### src/core/sdem_pkg.sv
package sdem_pkg;

	// Register offsets on the management serial port.
	localparam logic [7:0] EVENT_CFG_ADDR = 8'h2B;
	localparam logic [7:0] ERR_MON_CTRL_ADDR = 8'h2D;
	localparam logic [7:0] ERR_THR_LOW_ADDR = 8'h2E;
	localparam logic [7:0] ERR_THR_HIGH_ADDR = 8'h2F;
	localparam logic [7:0] LINE_RATE_ADDR = 8'h3B;
	localparam logic [7:0] LOCK_STATUS_ADDR = 8'h3C;
	localparam logic [7:0] LOSS_COUNT_ADDR = 8'h3D;
	localparam logic [7:0] ERR_COUNT_LOW_ADDR = 8'h3E;
	localparam logic [7:0] ERR_COUNT_HIGH_ADDR = 8'h3F;

	// Field positions of the error monitor control register.
	localparam int ACCUM_BIT = 4;
	localparam int CODE_DIS_BIT = 3;
	localparam int CLEAR_BIT = 2;
	localparam int FIG_SEL_BIT = 1;
	localparam int EXIT_DIS_BIT = 0;

	// Field positions of the event configuration register.
	localparam int EVT_SEL_BIT = 3;
	localparam int EVT_RST_CDR_BIT = 2;
	localparam int EVT_RST_DATA_BIT = 1;
	localparam int EVT_EN_BIT = 0;

	// Field positions of the status registers.
	localparam int RATE_LSB = 4;
	localparam int LOCK_BIT = 3;
	localparam int SIG1_BIT = 2;
	localparam int SIG0_BIT = 1;

	// Reset values.
	localparam logic [7:0] ERR_MON_CTRL_RST = 8'h00;
	localparam logic [7:0] EVENT_CFG_RST = 8'h00;
	localparam logic [7:0] ERR_THR_LOW_RST = 8'h10;
	localparam logic [7:0] ERR_THR_HIGH_RST = 8'h00;
	localparam logic [2:0] RATE_UNLOCKED = 3'h7;

	// Line rate codes.
	localparam logic [2:0] RATE_270M = 3'h1;
	localparam logic [2:0] RATE_1G485 = 3'h3;
	localparam logic [2:0] RATE_2G97 = 3'h6;

	// Receive monitor states, Gray coded along acquire, normal, halted.
	typedef enum logic [1:0] {
		SDEM_ACQUIRE = 2'h0,
		SDEM_NORMAL = 2'h1,
		SDEM_HALTED = 2'h3
	} sdem_rx_state_t;

	// Management port states, Gray coded along a transfer.
	typedef enum logic [2:0] {
		SDEM_BUS_IDLE = 3'h0,
		SDEM_BUS_ADDR = 3'h1,
		SDEM_BUS_ADDR_ACK = 3'h3,
		SDEM_BUS_WBYTE = 3'h2,
		SDEM_BUS_WACK = 3'h6,
		SDEM_BUS_RBYTE = 3'h7,
		SDEM_BUS_RACK = 3'h5
	} sdem_bus_state_t;

endpackage

### src/core/sdem_monitor.sv
`timescale 1ns/100ps
`default_nettype none

module sdem_monitor import sdem_pkg::*; #(
	parameter logic [6:0] DEV_ADDR = 7'h2A, // Arbitrary bus address.
	parameter int WORD_W = 5
) (
	// Clock and reset.
	input wire logic ref_clk,
	input wire logic rst,
	// Management serial port pins, open drain data.
	input wire logic smb_clk,
	input wire logic smb_data_in,
	output logic smb_data_out,
	output logic smb_data_oe,
	// Recovery and decoder status from the same clock domain.
	input wire logic code_error,
	input wire logic recovery_event,
	input wire logic window_tick,
	input wire logic recovery_locked_flag,
	input wire logic [2:0] rate_code,
	input wire logic [1:0] signal_detect,
	// Received data path.
	input wire logic [WORD_W-1:0] rx_word,
	output logic [WORD_W-1:0] parallel_data_outputs,
	output logic link_valid
);

	// Entire module state in one record.
	typedef struct packed {
		logic [1:0] clk_sync;
		logic [1:0] dat_sync;
		logic clk_q;
		logic dat_q;
		sdem_bus_state_t bus;
		logic [3:0] bit_cnt;
		logic [7:0] shift;
		logic [7:0] ptr;
		logic ptr_phase;
		logic is_read;
		logic nack;
		logic sda_oe;
		logic [7:0] ctrl;
		logic [7:0] evt_cfg;
		logic [15:0] thresh;
		logic [2:0] rate;
		logic [3:0] lock_stat;
		logic [15:0] run_cnt;
		logic [15:0] win_cnt;
		logic [15:0] win_fig;
		logic [7:0] rec_cnt;
		logic [7:0] loss_cnt;
		sdem_rx_state_t rx;
		logic [WORD_W-1:0] data_out;
		logic valid;
	} sdem_state_t;

	sdem_state_t s_reg; // Registered state.
	sdem_state_t s_next; // Next state.

	// Increment that sticks at the all-ones value.
	function automatic logic [15:0] sat16(input logic [15:0] v);
		sat16 = (v == 16'hFFFF) ? v : v + 16'h0001;
	endfunction

	// Eight-bit saturating increment.
	function automatic logic [7:0] sat8(input logic [7:0] v);
		sat8 = (v == 8'hFF) ? v : v + 8'h01;
	endfunction

	// Read decode; pure, so reading never alters any count.
	function automatic logic [7:0] rd_byte(input logic [7:0] a,
		input sdem_state_t s);
		logic [15:0] fig;
		fig = s.ctrl[FIG_SEL_BIT] ? s.win_fig : s.run_cnt;
		unique case (a)
			EVENT_CFG_ADDR: rd_byte = s.evt_cfg;
			ERR_MON_CTRL_ADDR: rd_byte = s.ctrl;
			ERR_THR_LOW_ADDR: rd_byte = s.thresh[7:0];
			ERR_THR_HIGH_ADDR: rd_byte = s.thresh[15:8];
			LINE_RATE_ADDR: rd_byte = {1'b0, s.rate, 4'h0};
			LOCK_STATUS_ADDR: rd_byte = {4'h0, s.lock_stat};
			LOSS_COUNT_ADDR: rd_byte = s.evt_cfg[EVT_SEL_BIT] ?
				s.loss_cnt : s.rec_cnt;
			ERR_COUNT_LOW_ADDR: rd_byte = fig[7:0];
			ERR_COUNT_HIGH_ADDR: rd_byte = fig[15:8];
			default: rd_byte = 8'h00;
		endcase
		return rd_byte;
	endfunction

	// All next-state logic: port, registers, counters, receive gate.
	always_comb begin
		logic rise;
		logic fall;
		logic start;
		logic stop;
		logic sda;
		logic wr_en;
		logic err;
		logic [7:0] wa;
		logic [7:0] wd;
		logic [7:0] rb;
		rise = 1'b0;
		fall = 1'b0;
		start = 1'b0;
		stop = 1'b0;
		sda = 1'b0;
		wr_en = 1'b0;
		err = 1'b0;
		wa = 8'h00;
		wd = 8'h00;
		rb = 8'h00;
		s_next = s_reg;
		// Two-stage synchronisers; only stage two is examined.
		s_next.clk_sync = {s_reg.clk_sync[0], smb_clk};
		s_next.dat_sync = {s_reg.dat_sync[0], smb_data_in};
		s_next.clk_q = s_reg.clk_sync[1];
		s_next.dat_q = s_reg.dat_sync[1];
		sda = s_reg.dat_sync[1];
		rise = s_reg.clk_sync[1] & ~s_reg.clk_q;
		fall = ~s_reg.clk_sync[1] & s_reg.clk_q;
		start = s_reg.clk_sync[1] & s_reg.clk_q & s_reg.dat_q & ~sda;
		stop = s_reg.clk_sync[1] & s_reg.clk_q & ~s_reg.dat_q & sda;
		// Serial port engine: bits sampled on rise, driven on fall.
		if (start) begin
			s_next.bus = SDEM_BUS_ADDR;
			s_next.bit_cnt = 4'h0;
			s_next.sda_oe = 1'b0;
		end else if (stop) begin
			s_next.bus = SDEM_BUS_IDLE;
			s_next.sda_oe = 1'b0;
		end else if (rise) begin
			unique case (s_reg.bus)
				SDEM_BUS_ADDR, SDEM_BUS_WBYTE: begin
					s_next.shift = {s_reg.shift[6:0], sda};
					s_next.bit_cnt = s_reg.bit_cnt + 4'h1;
				end
				SDEM_BUS_RBYTE: s_next.bit_cnt = s_reg.bit_cnt + 4'h1;
				SDEM_BUS_RACK: s_next.nack = sda;
				default: begin
				end
			endcase
		end else if (fall) begin
			rb = rd_byte(s_reg.ptr, s_reg);
			unique case (s_reg.bus)
				SDEM_BUS_ADDR: if (s_reg.bit_cnt == 4'h8) begin
					// Acknowledge only our own address.
					if (s_reg.shift[7:1] == DEV_ADDR) begin
						s_next.bus = SDEM_BUS_ADDR_ACK;
						s_next.is_read = s_reg.shift[0];
						s_next.sda_oe = 1'b1;
					end else begin
						s_next.bus = SDEM_BUS_IDLE;
					end
				end
				SDEM_BUS_ADDR_ACK: begin
					s_next.bit_cnt = 4'h0;
					if (s_reg.is_read) begin
						s_next.bus = SDEM_BUS_RBYTE;
						s_next.shift = rb;
						s_next.sda_oe = ~rb[7];
					end else begin
						s_next.bus = SDEM_BUS_WBYTE;
						s_next.ptr_phase = 1'b1;
						s_next.sda_oe = 1'b0;
					end
				end
				SDEM_BUS_WBYTE: if (s_reg.bit_cnt == 4'h8) begin
					// First byte sets the pointer, later ones write.
					s_next.bus = SDEM_BUS_WACK;
					s_next.sda_oe = 1'b1;
					s_next.ptr_phase = 1'b0;
					if (s_reg.ptr_phase) begin
						s_next.ptr = s_reg.shift;
					end else begin
						wr_en = 1'b1;
						wa = s_reg.ptr;
						wd = s_reg.shift;
						s_next.ptr = s_reg.ptr + 8'h01;
					end
				end
				SDEM_BUS_WACK: begin
					s_next.bus = SDEM_BUS_WBYTE;
					s_next.bit_cnt = 4'h0;
					s_next.sda_oe = 1'b0;
				end
				SDEM_BUS_RBYTE: if (s_reg.bit_cnt == 4'h8) begin
					s_next.bus = SDEM_BUS_RACK;
					s_next.sda_oe = 1'b0;
					s_next.ptr = s_reg.ptr + 8'h01;
				end else begin
					s_next.shift = {s_reg.shift[6:0], 1'b0};
					s_next.sda_oe = ~s_reg.shift[6];
				end
				SDEM_BUS_RACK: if (s_reg.nack) begin
					s_next.bus = SDEM_BUS_IDLE;
				end else begin
					s_next.bus = SDEM_BUS_RBYTE;
					s_next.bit_cnt = 4'h0;
					s_next.shift = rb;
					s_next.sda_oe = ~rb[7];
				end
				default: begin
				end
			endcase
		end
		// Status snapshots from the recovery logic.
		s_next.rate = recovery_locked_flag ? rate_code
			: RATE_UNLOCKED;
		s_next.lock_stat = {recovery_locked_flag, signal_detect,
			1'b0};
		// Masked coding errors are neither counted nor gate data.
		err = code_error & ~s_reg.ctrl[CODE_DIS_BIT];
		if (err) begin
			s_next.run_cnt = sat16(s_reg.run_cnt);
			s_next.win_cnt = sat16(s_reg.win_cnt);
		end
		// Window boundary latches the window figure.
		if (window_tick) begin
			s_next.win_fig = s_next.win_cnt;
			s_next.win_cnt = 16'h0000;
		end
		// Recovery events count when enabled.
		if (recovery_event && s_reg.evt_cfg[EVT_EN_BIT]) begin
			s_next.rec_cnt = sat8(s_reg.rec_cnt);
		end
		// Receive state: a new run clears the count unless accumulating.
		unique case (s_reg.rx)
			SDEM_ACQUIRE: if (recovery_locked_flag) begin
				s_next.rx = SDEM_NORMAL;
				if (!s_reg.ctrl[ACCUM_BIT]) begin
					s_next.run_cnt = 16'h0000;
				end
			end
			SDEM_NORMAL: if (!recovery_locked_flag) begin
				s_next.rx = SDEM_ACQUIRE;
			end else if (s_reg.run_cnt > s_reg.thresh &&
				!s_reg.ctrl[EXIT_DIS_BIT]) begin
				s_next.rx = SDEM_HALTED;
				if (s_reg.evt_cfg[EVT_EN_BIT]) begin
					s_next.loss_cnt = sat8(s_reg.loss_cnt);
				end
			end
			SDEM_HALTED: if (!recovery_locked_flag) begin
				s_next.rx = SDEM_ACQUIRE;
			end else if (s_reg.ctrl[CLEAR_BIT]) begin
				s_next.rx = SDEM_NORMAL;
			end
			default: s_next.rx = SDEM_ACQUIRE;
		endcase
		// Clear control zeros current and previous figures.
		if (s_reg.ctrl[CLEAR_BIT]) begin
			s_next.run_cnt = 16'h0000;
			s_next.win_cnt = 16'h0000;
			s_next.win_fig = 16'h0000;
		end
		// Event counter resets.
		if (s_reg.evt_cfg[EVT_RST_CDR_BIT]) begin
			s_next.rec_cnt = 8'h00;
		end
		if (s_reg.evt_cfg[EVT_RST_DATA_BIT]) begin
			s_next.loss_cnt = 8'h00;
		end
		// Register writes from the port take priority.
		if (wr_en) begin
			unique case (wa)
				EVENT_CFG_ADDR: s_next.evt_cfg = {4'h0, wd[3:0]};
				ERR_MON_CTRL_ADDR: s_next.ctrl = {3'h0, wd[4:0]};
				ERR_THR_LOW_ADDR: s_next.thresh[7:0] = wd;
				ERR_THR_HIGH_ADDR: s_next.thresh[15:8] = wd;
				LOSS_COUNT_ADDR: if (s_reg.evt_cfg[EVT_SEL_BIT]) begin
					s_next.loss_cnt = wd;
				end else begin
					s_next.rec_cnt = wd;
				end
				ERR_COUNT_LOW_ADDR: s_next.run_cnt[7:0] = wd;
				ERR_COUNT_HIGH_ADDR: s_next.run_cnt[15:8] = wd;
				default: begin
				end
			endcase
		end
		// Data leaves only while the link stands in its steady state.
		s_next.valid = (s_reg.rx == SDEM_NORMAL);
		s_next.data_out = (s_reg.rx == SDEM_NORMAL) ? rx_word
			: '0;
	end

	// State register with synchronous reset.
	always_ff @(posedge ref_clk) begin
		if (rst) begin
			s_reg <= '0;
			s_reg.clk_sync <= 2'h3;
			s_reg.dat_sync <= 2'h3;
			s_reg.clk_q <= 1'b1;
			s_reg.dat_q <= 1'b1;
			s_reg.bus <= SDEM_BUS_IDLE;
			s_reg.ctrl <= ERR_MON_CTRL_RST;
			s_reg.evt_cfg <= EVENT_CFG_RST;
			s_reg.thresh <= {ERR_THR_HIGH_RST, ERR_THR_LOW_RST};
			s_reg.rate <= RATE_UNLOCKED;
			s_reg.rx <= SDEM_ACQUIRE;
		end else begin
			s_reg <= s_next;
		end
	end

	// Outputs come straight from the state record, save the data pin output, tied low.
	assign smb_data_out = 1'b0;
	assign smb_data_oe = s_reg.sda_oe;
	assign parallel_data_outputs = s_reg.data_out;
	assign link_valid = s_reg.valid;

endmodule

`default_nettype wire

### config.mk
export PLATFORM = sky130hd
export DESIGN_NAME = sdem_monitor
export DESIGN_NICKNAME = d
export VERILOG_FILES = /design/src/core/sdem_pkg.sv /design/src/core/sdem_monitor.sv
export SDC_FILE = /design/constraint.sdc
export NUM_CORES = 1
export LEC_CHECK = 0
export ABC_CLOCK_PERIOD_IN_PS = 7200
export BUFFER_PORTS_ARGS = -buffer_cell sky130_fd_sc_hd__buf_2
export CAP_MARGIN = 20
export CORE_ASPECT_RATIO = 1.25
export CORE_MARGIN = 2
export CORE_UTILIZATION = 41
export CTS_CLUSTER_SIZE = 12
export DETAILED_ROUTE_END_ITERATION = 16
export SETUP_SLACK_MARGIN = 0.02
export SLEW_MARGIN = 30
export SYNTH_ARGS = -nofsm -noshare
export SYNTH_HDL_FRONTEND = slang
export SYNTH_SLANG_ARGS = --single-unit
### constraint.sdc
create_clock -name ref_clk -period 7.2 [get_ports ref_clk]
set_input_delay 1.44 -clock ref_clk [delete_from_list [all_inputs] [get_ports ref_clk]]
set_output_delay 1.44 -clock ref_clk [all_outputs]
set_load 0.005 [all_outputs]
==> flow_summary.json <==
{
  "p_comb_share_pct": 3.0,
  "r2r_cells": 8,
  "crit_path_end_kind": "flop",
  "max_slew_margin_pct": 38.57,
  "p_switching_uw": 401.2,
  "cp.arrival_ns": 3.56,
  "syn_inst": 960,
  "final_nets": 996,
  "crit_top_cell": "nor2_1",
  "drv_cap": 0,
  "cp-start-kind": "flop",
  "p_seq_share_pct": 44.8,
  "synth_area_mm2": 0.007675,
  "async_reset_ff_share_pct": 0,
  "ios": 26,
  "path_cells": "inv_1 > ha_1 > nand3b_1 > a2111oi_4 > and4b_1 > nor2_1 > a22oi_1 > nor2_1",
  "swShare_pct": 23.52,
  "synth_edf_count": 0,
  "crit_fanout": 15,
  "row_count": 55,
  "min_to": "s_next[138]$_SDFF_PP1_",
  "final_common_cell": "dfxtp_1",
  "wl_per_cell_um": 17.69,
  "cts_root_buffer": "clkbuf_16",
  "reg2reg_from": "s_reg[139]$_SDFF_PP1_",
  "gr-usage-all-layers_pct": 21.66,
  "place.gp.congestion": 0.9806,
  "firstDrtPassIters": 5,
  "post_cts.repair.setup_buffers": 0,
  "fin_crit_ns": 3.278,
  "die_area_mm2": 0.01984,
  "fin_cells": 1189,
  "worst_pin_slew_ns": 0.9215,
  "p_leak_uw": 0.002971,
  "overflow": 0,
  "die_y_um": 157.0,
  "nFillCells": 1826,
  "totalWireLength_mm": 21.04,
  "grt_max_degree": 70,
  "synth_warnings": 0,
  "die_w_um": 126.4,
  "ys_ff_latch": 136,
  "slowest_delay_ns": 0.91,
  "reg2reg_slack_ns": 3.92,
  "htreeDepth": 4,
  "setup-tns-final_ns": 0,
  "cts_hold_buf": 0,
  "r2r-end": "s_reg[20]$_SDFF_PP0_",
  "diodes": 0,
  "grt_pass1_vias": 6380,
  "setup_viol": 0,
  "hold_viol": 0,
  "drive_gt1_share_pct": 9.781,
  "syn_to_final_growth_pct": 9.912,
  "synth_fp_nets": 1008,
  "grt_pass1_wl_mm": 34.02,
  "synthFlopType": "dfxtp_1",
  "slew_violations": 0,
  "coreArea_mm2": 0.01824,
  "hpwl_mm": 15.24,
  "io_buffers": 24,
  "pwr_density_cell_mw_per_mm2": 202.2,
  "path_class": "reg2reg",
  "cts_num_sinks": 136,
  "final_cell_mix": "136 x dfxtp_1, 117 x nand2_1, 115 x nor2_1",
  "worst_clock_skew_ns": 0.01224,
  "synth_area_per_cell_um2": 7.995,
  "synth_cell_types": 77,
  "place_inst": 1157,
  "clkPwrFrac_pct": 52.2,
  "detail-route-antenna-nets": 0,
  "hold_start": "s_next[141]$_SDFF_PP1_",
  "total_power_uw": 1706,
  "cp.required_ns": 7.48,
  "hold_class": "reg2reg",
  "clk_pin_slew_worst_paths_ns": 0.06,
  "post-route-drc-count": 0,
  "routed_via_density": 5.675,
  "rsz0062_at_grt": "no",
  "cts_buffer_depth": 2,
  "fin_crit_sh_pct": 45.53,
  "status": "finished clean",
  "clk_latency_ns": 0.43,
  "start_util_pct": 42.09,
  "num_vias": 6748,
  "p_int_uw": 1305,
  "antenna_found_initial": 0,
  "ys_seq_area_share_pct": 35.47,
  "cts_buffers": 17,
  "cts_tree": "done",
  "post_cts_resized": 0,
  "whs_path_depth": 1,
  "largest_reg_flops": 125,
  "max_freq_mhz": 305.0,
  "critPathSlowestCell": "a2111oi_4",
  "peakVddDrop_v": 0.0001503,
  "drt_iter0_drc": 520
}
## metrics by stage
step / area [µm²] / utilization, % / hold WS (ns) / setup slack (ns)
3_5_place_dp: 7830 / 42.94 / 0.3928 / 3.997
3_3_place_gp: 7830 / 42.94 / 0.3927 / 4.053
4_1_cts: 8429 / 46.22 / 0.4081 / 3.963
5_1_grt: 8436 / 46.26 / 0.4234 / 3.634
6_report: 8436 / 46.26 / 0.4075 / 3.922
2_1_floorplan: 7675 / - / 0.3895 / 4.639
## worst max-delay path: cells and delay by family (launching register included)
kind,cells,cell delay (ns)
fa+ha+maj,1,0.38
flops,1,0.38
compound gates,2,1.10
simple gates,4,1.20
buf+inv,1,0.06
## area by class of cell
class	count	area, µm²	area share (%)
clock buffer	18	439.2	5.206
inverter	28	105.1	1.246
multi-input combinational	737	4573	54.21
tap	228	285.3	3.382
clock inverter	14	160.2	1.899
timing repair buffer	28	150.1	1.780
sequential	136	2723	32.28
## how the worst max path moves through the flow
stage	start	end	slack, ns	depth (start not counted)
final	s_reg[139]$_SDFF_PP1_	s_reg[20]$_SDFF_PP0_	3.92	8
after global routing	s_reg[139]$_SDFF_PP1_	s_reg[20]$_SDFF_PP0_	3.63	8
after CTS	s_reg[139]$_SDFF_PP1_	s_reg[20]$_SDFF_PP0_	3.96	8
after detailed placement	s_reg[139]$_SDFF_PP1_	s_reg[20]$_SDFF_PP0_	4.00	8
after global placement	s_reg[139]$_SDFF_PP1_	s_reg[20]$_SDFF_PP0_	4.05	8
after floorplan	code_error	s_reg[63]$_SDFF_PP0_	4.64	6
## power by group through the flow
stage	sequential (µW)	combinational, µW	clock (µW)
floorplan	778	38.6	0
global placement	782	50.9	0
detailed placement	782	50.9	0
CTS	765	51.3	904
global route	765	57.2	937
finish	765	51.0	890
## cell usage after synthesis (3+ instances only)
cell type,instances,area (µm²)
dfxtp_1,136,2723
nand2_1,117,439.2
nor2_1,115,431.7
a21oi_1,56,280.3
o21ai_0,51,255.2
nand3_1,44,220.2
mux2i_1,37,370.4
clkbuf_1,35,131.4
ha_1,30,375.4
inv_1,28,105.1
xor2_1,25,219.0
nor3_1,24,120.1
a22oi_1,18,135.1
xnor2_1,18,157.7
nand4_1,17,106.4
and2_1,16,100.1
and3_1,15,93.84
buf_2,11,55.05
nand2b_1,11,68.82
nor2b_1,11,68.82
a211oi_1,10,75.07
mux2_2,8,90.09
o22ai_1,8,50.05
a31oi_1,7,43.79
or2_2,7,43.79
or3_1,7,43.79
a222oi_1,6,60.06
buf_4,6,45.04
nor4_1,6,37.54
o31ai_1,6,45.04
nand3b_1,5,37.54
buf_1,4,15.01
a21o_1,3,22.52
a31o_2,3,26.28
and4_1,3,26.28
buf_6,3,33.78
nor4b_1,3,26.28
## layer usage
layer / share of wire [%] / track usage (%) / vias up
li1: - / - / 3365
met1: 43 / 27.09 / 3121
met2: 49 / 37.51 / 211
met3: 5.1 / 3.467 / 51
met4: 3.0 / 8.111 / 0
met5: 0 / 0 / -
## logic make-up after synthesis
| kind of cell | after synthesis | share of synthesized area (%) |
|---|---|---|
| adder cells (fa/ha/maj) | 30 | 4.891 |
| XOR/XNOR | 44 | 5.119 |
| multiplexers | 45 | 5.999 |
| flip-flops | 136 | 35.47 |
| buffers and inverters | 87 | 5.021 |
| other | 1 | 0.04886 |
| AO/OA/AOI/OAI | 198 | 16.78 |
| AND/OR/NAND/NOR | 419 | 26.67 |
No activity file was read; power rests on OpenSTA's default activity.
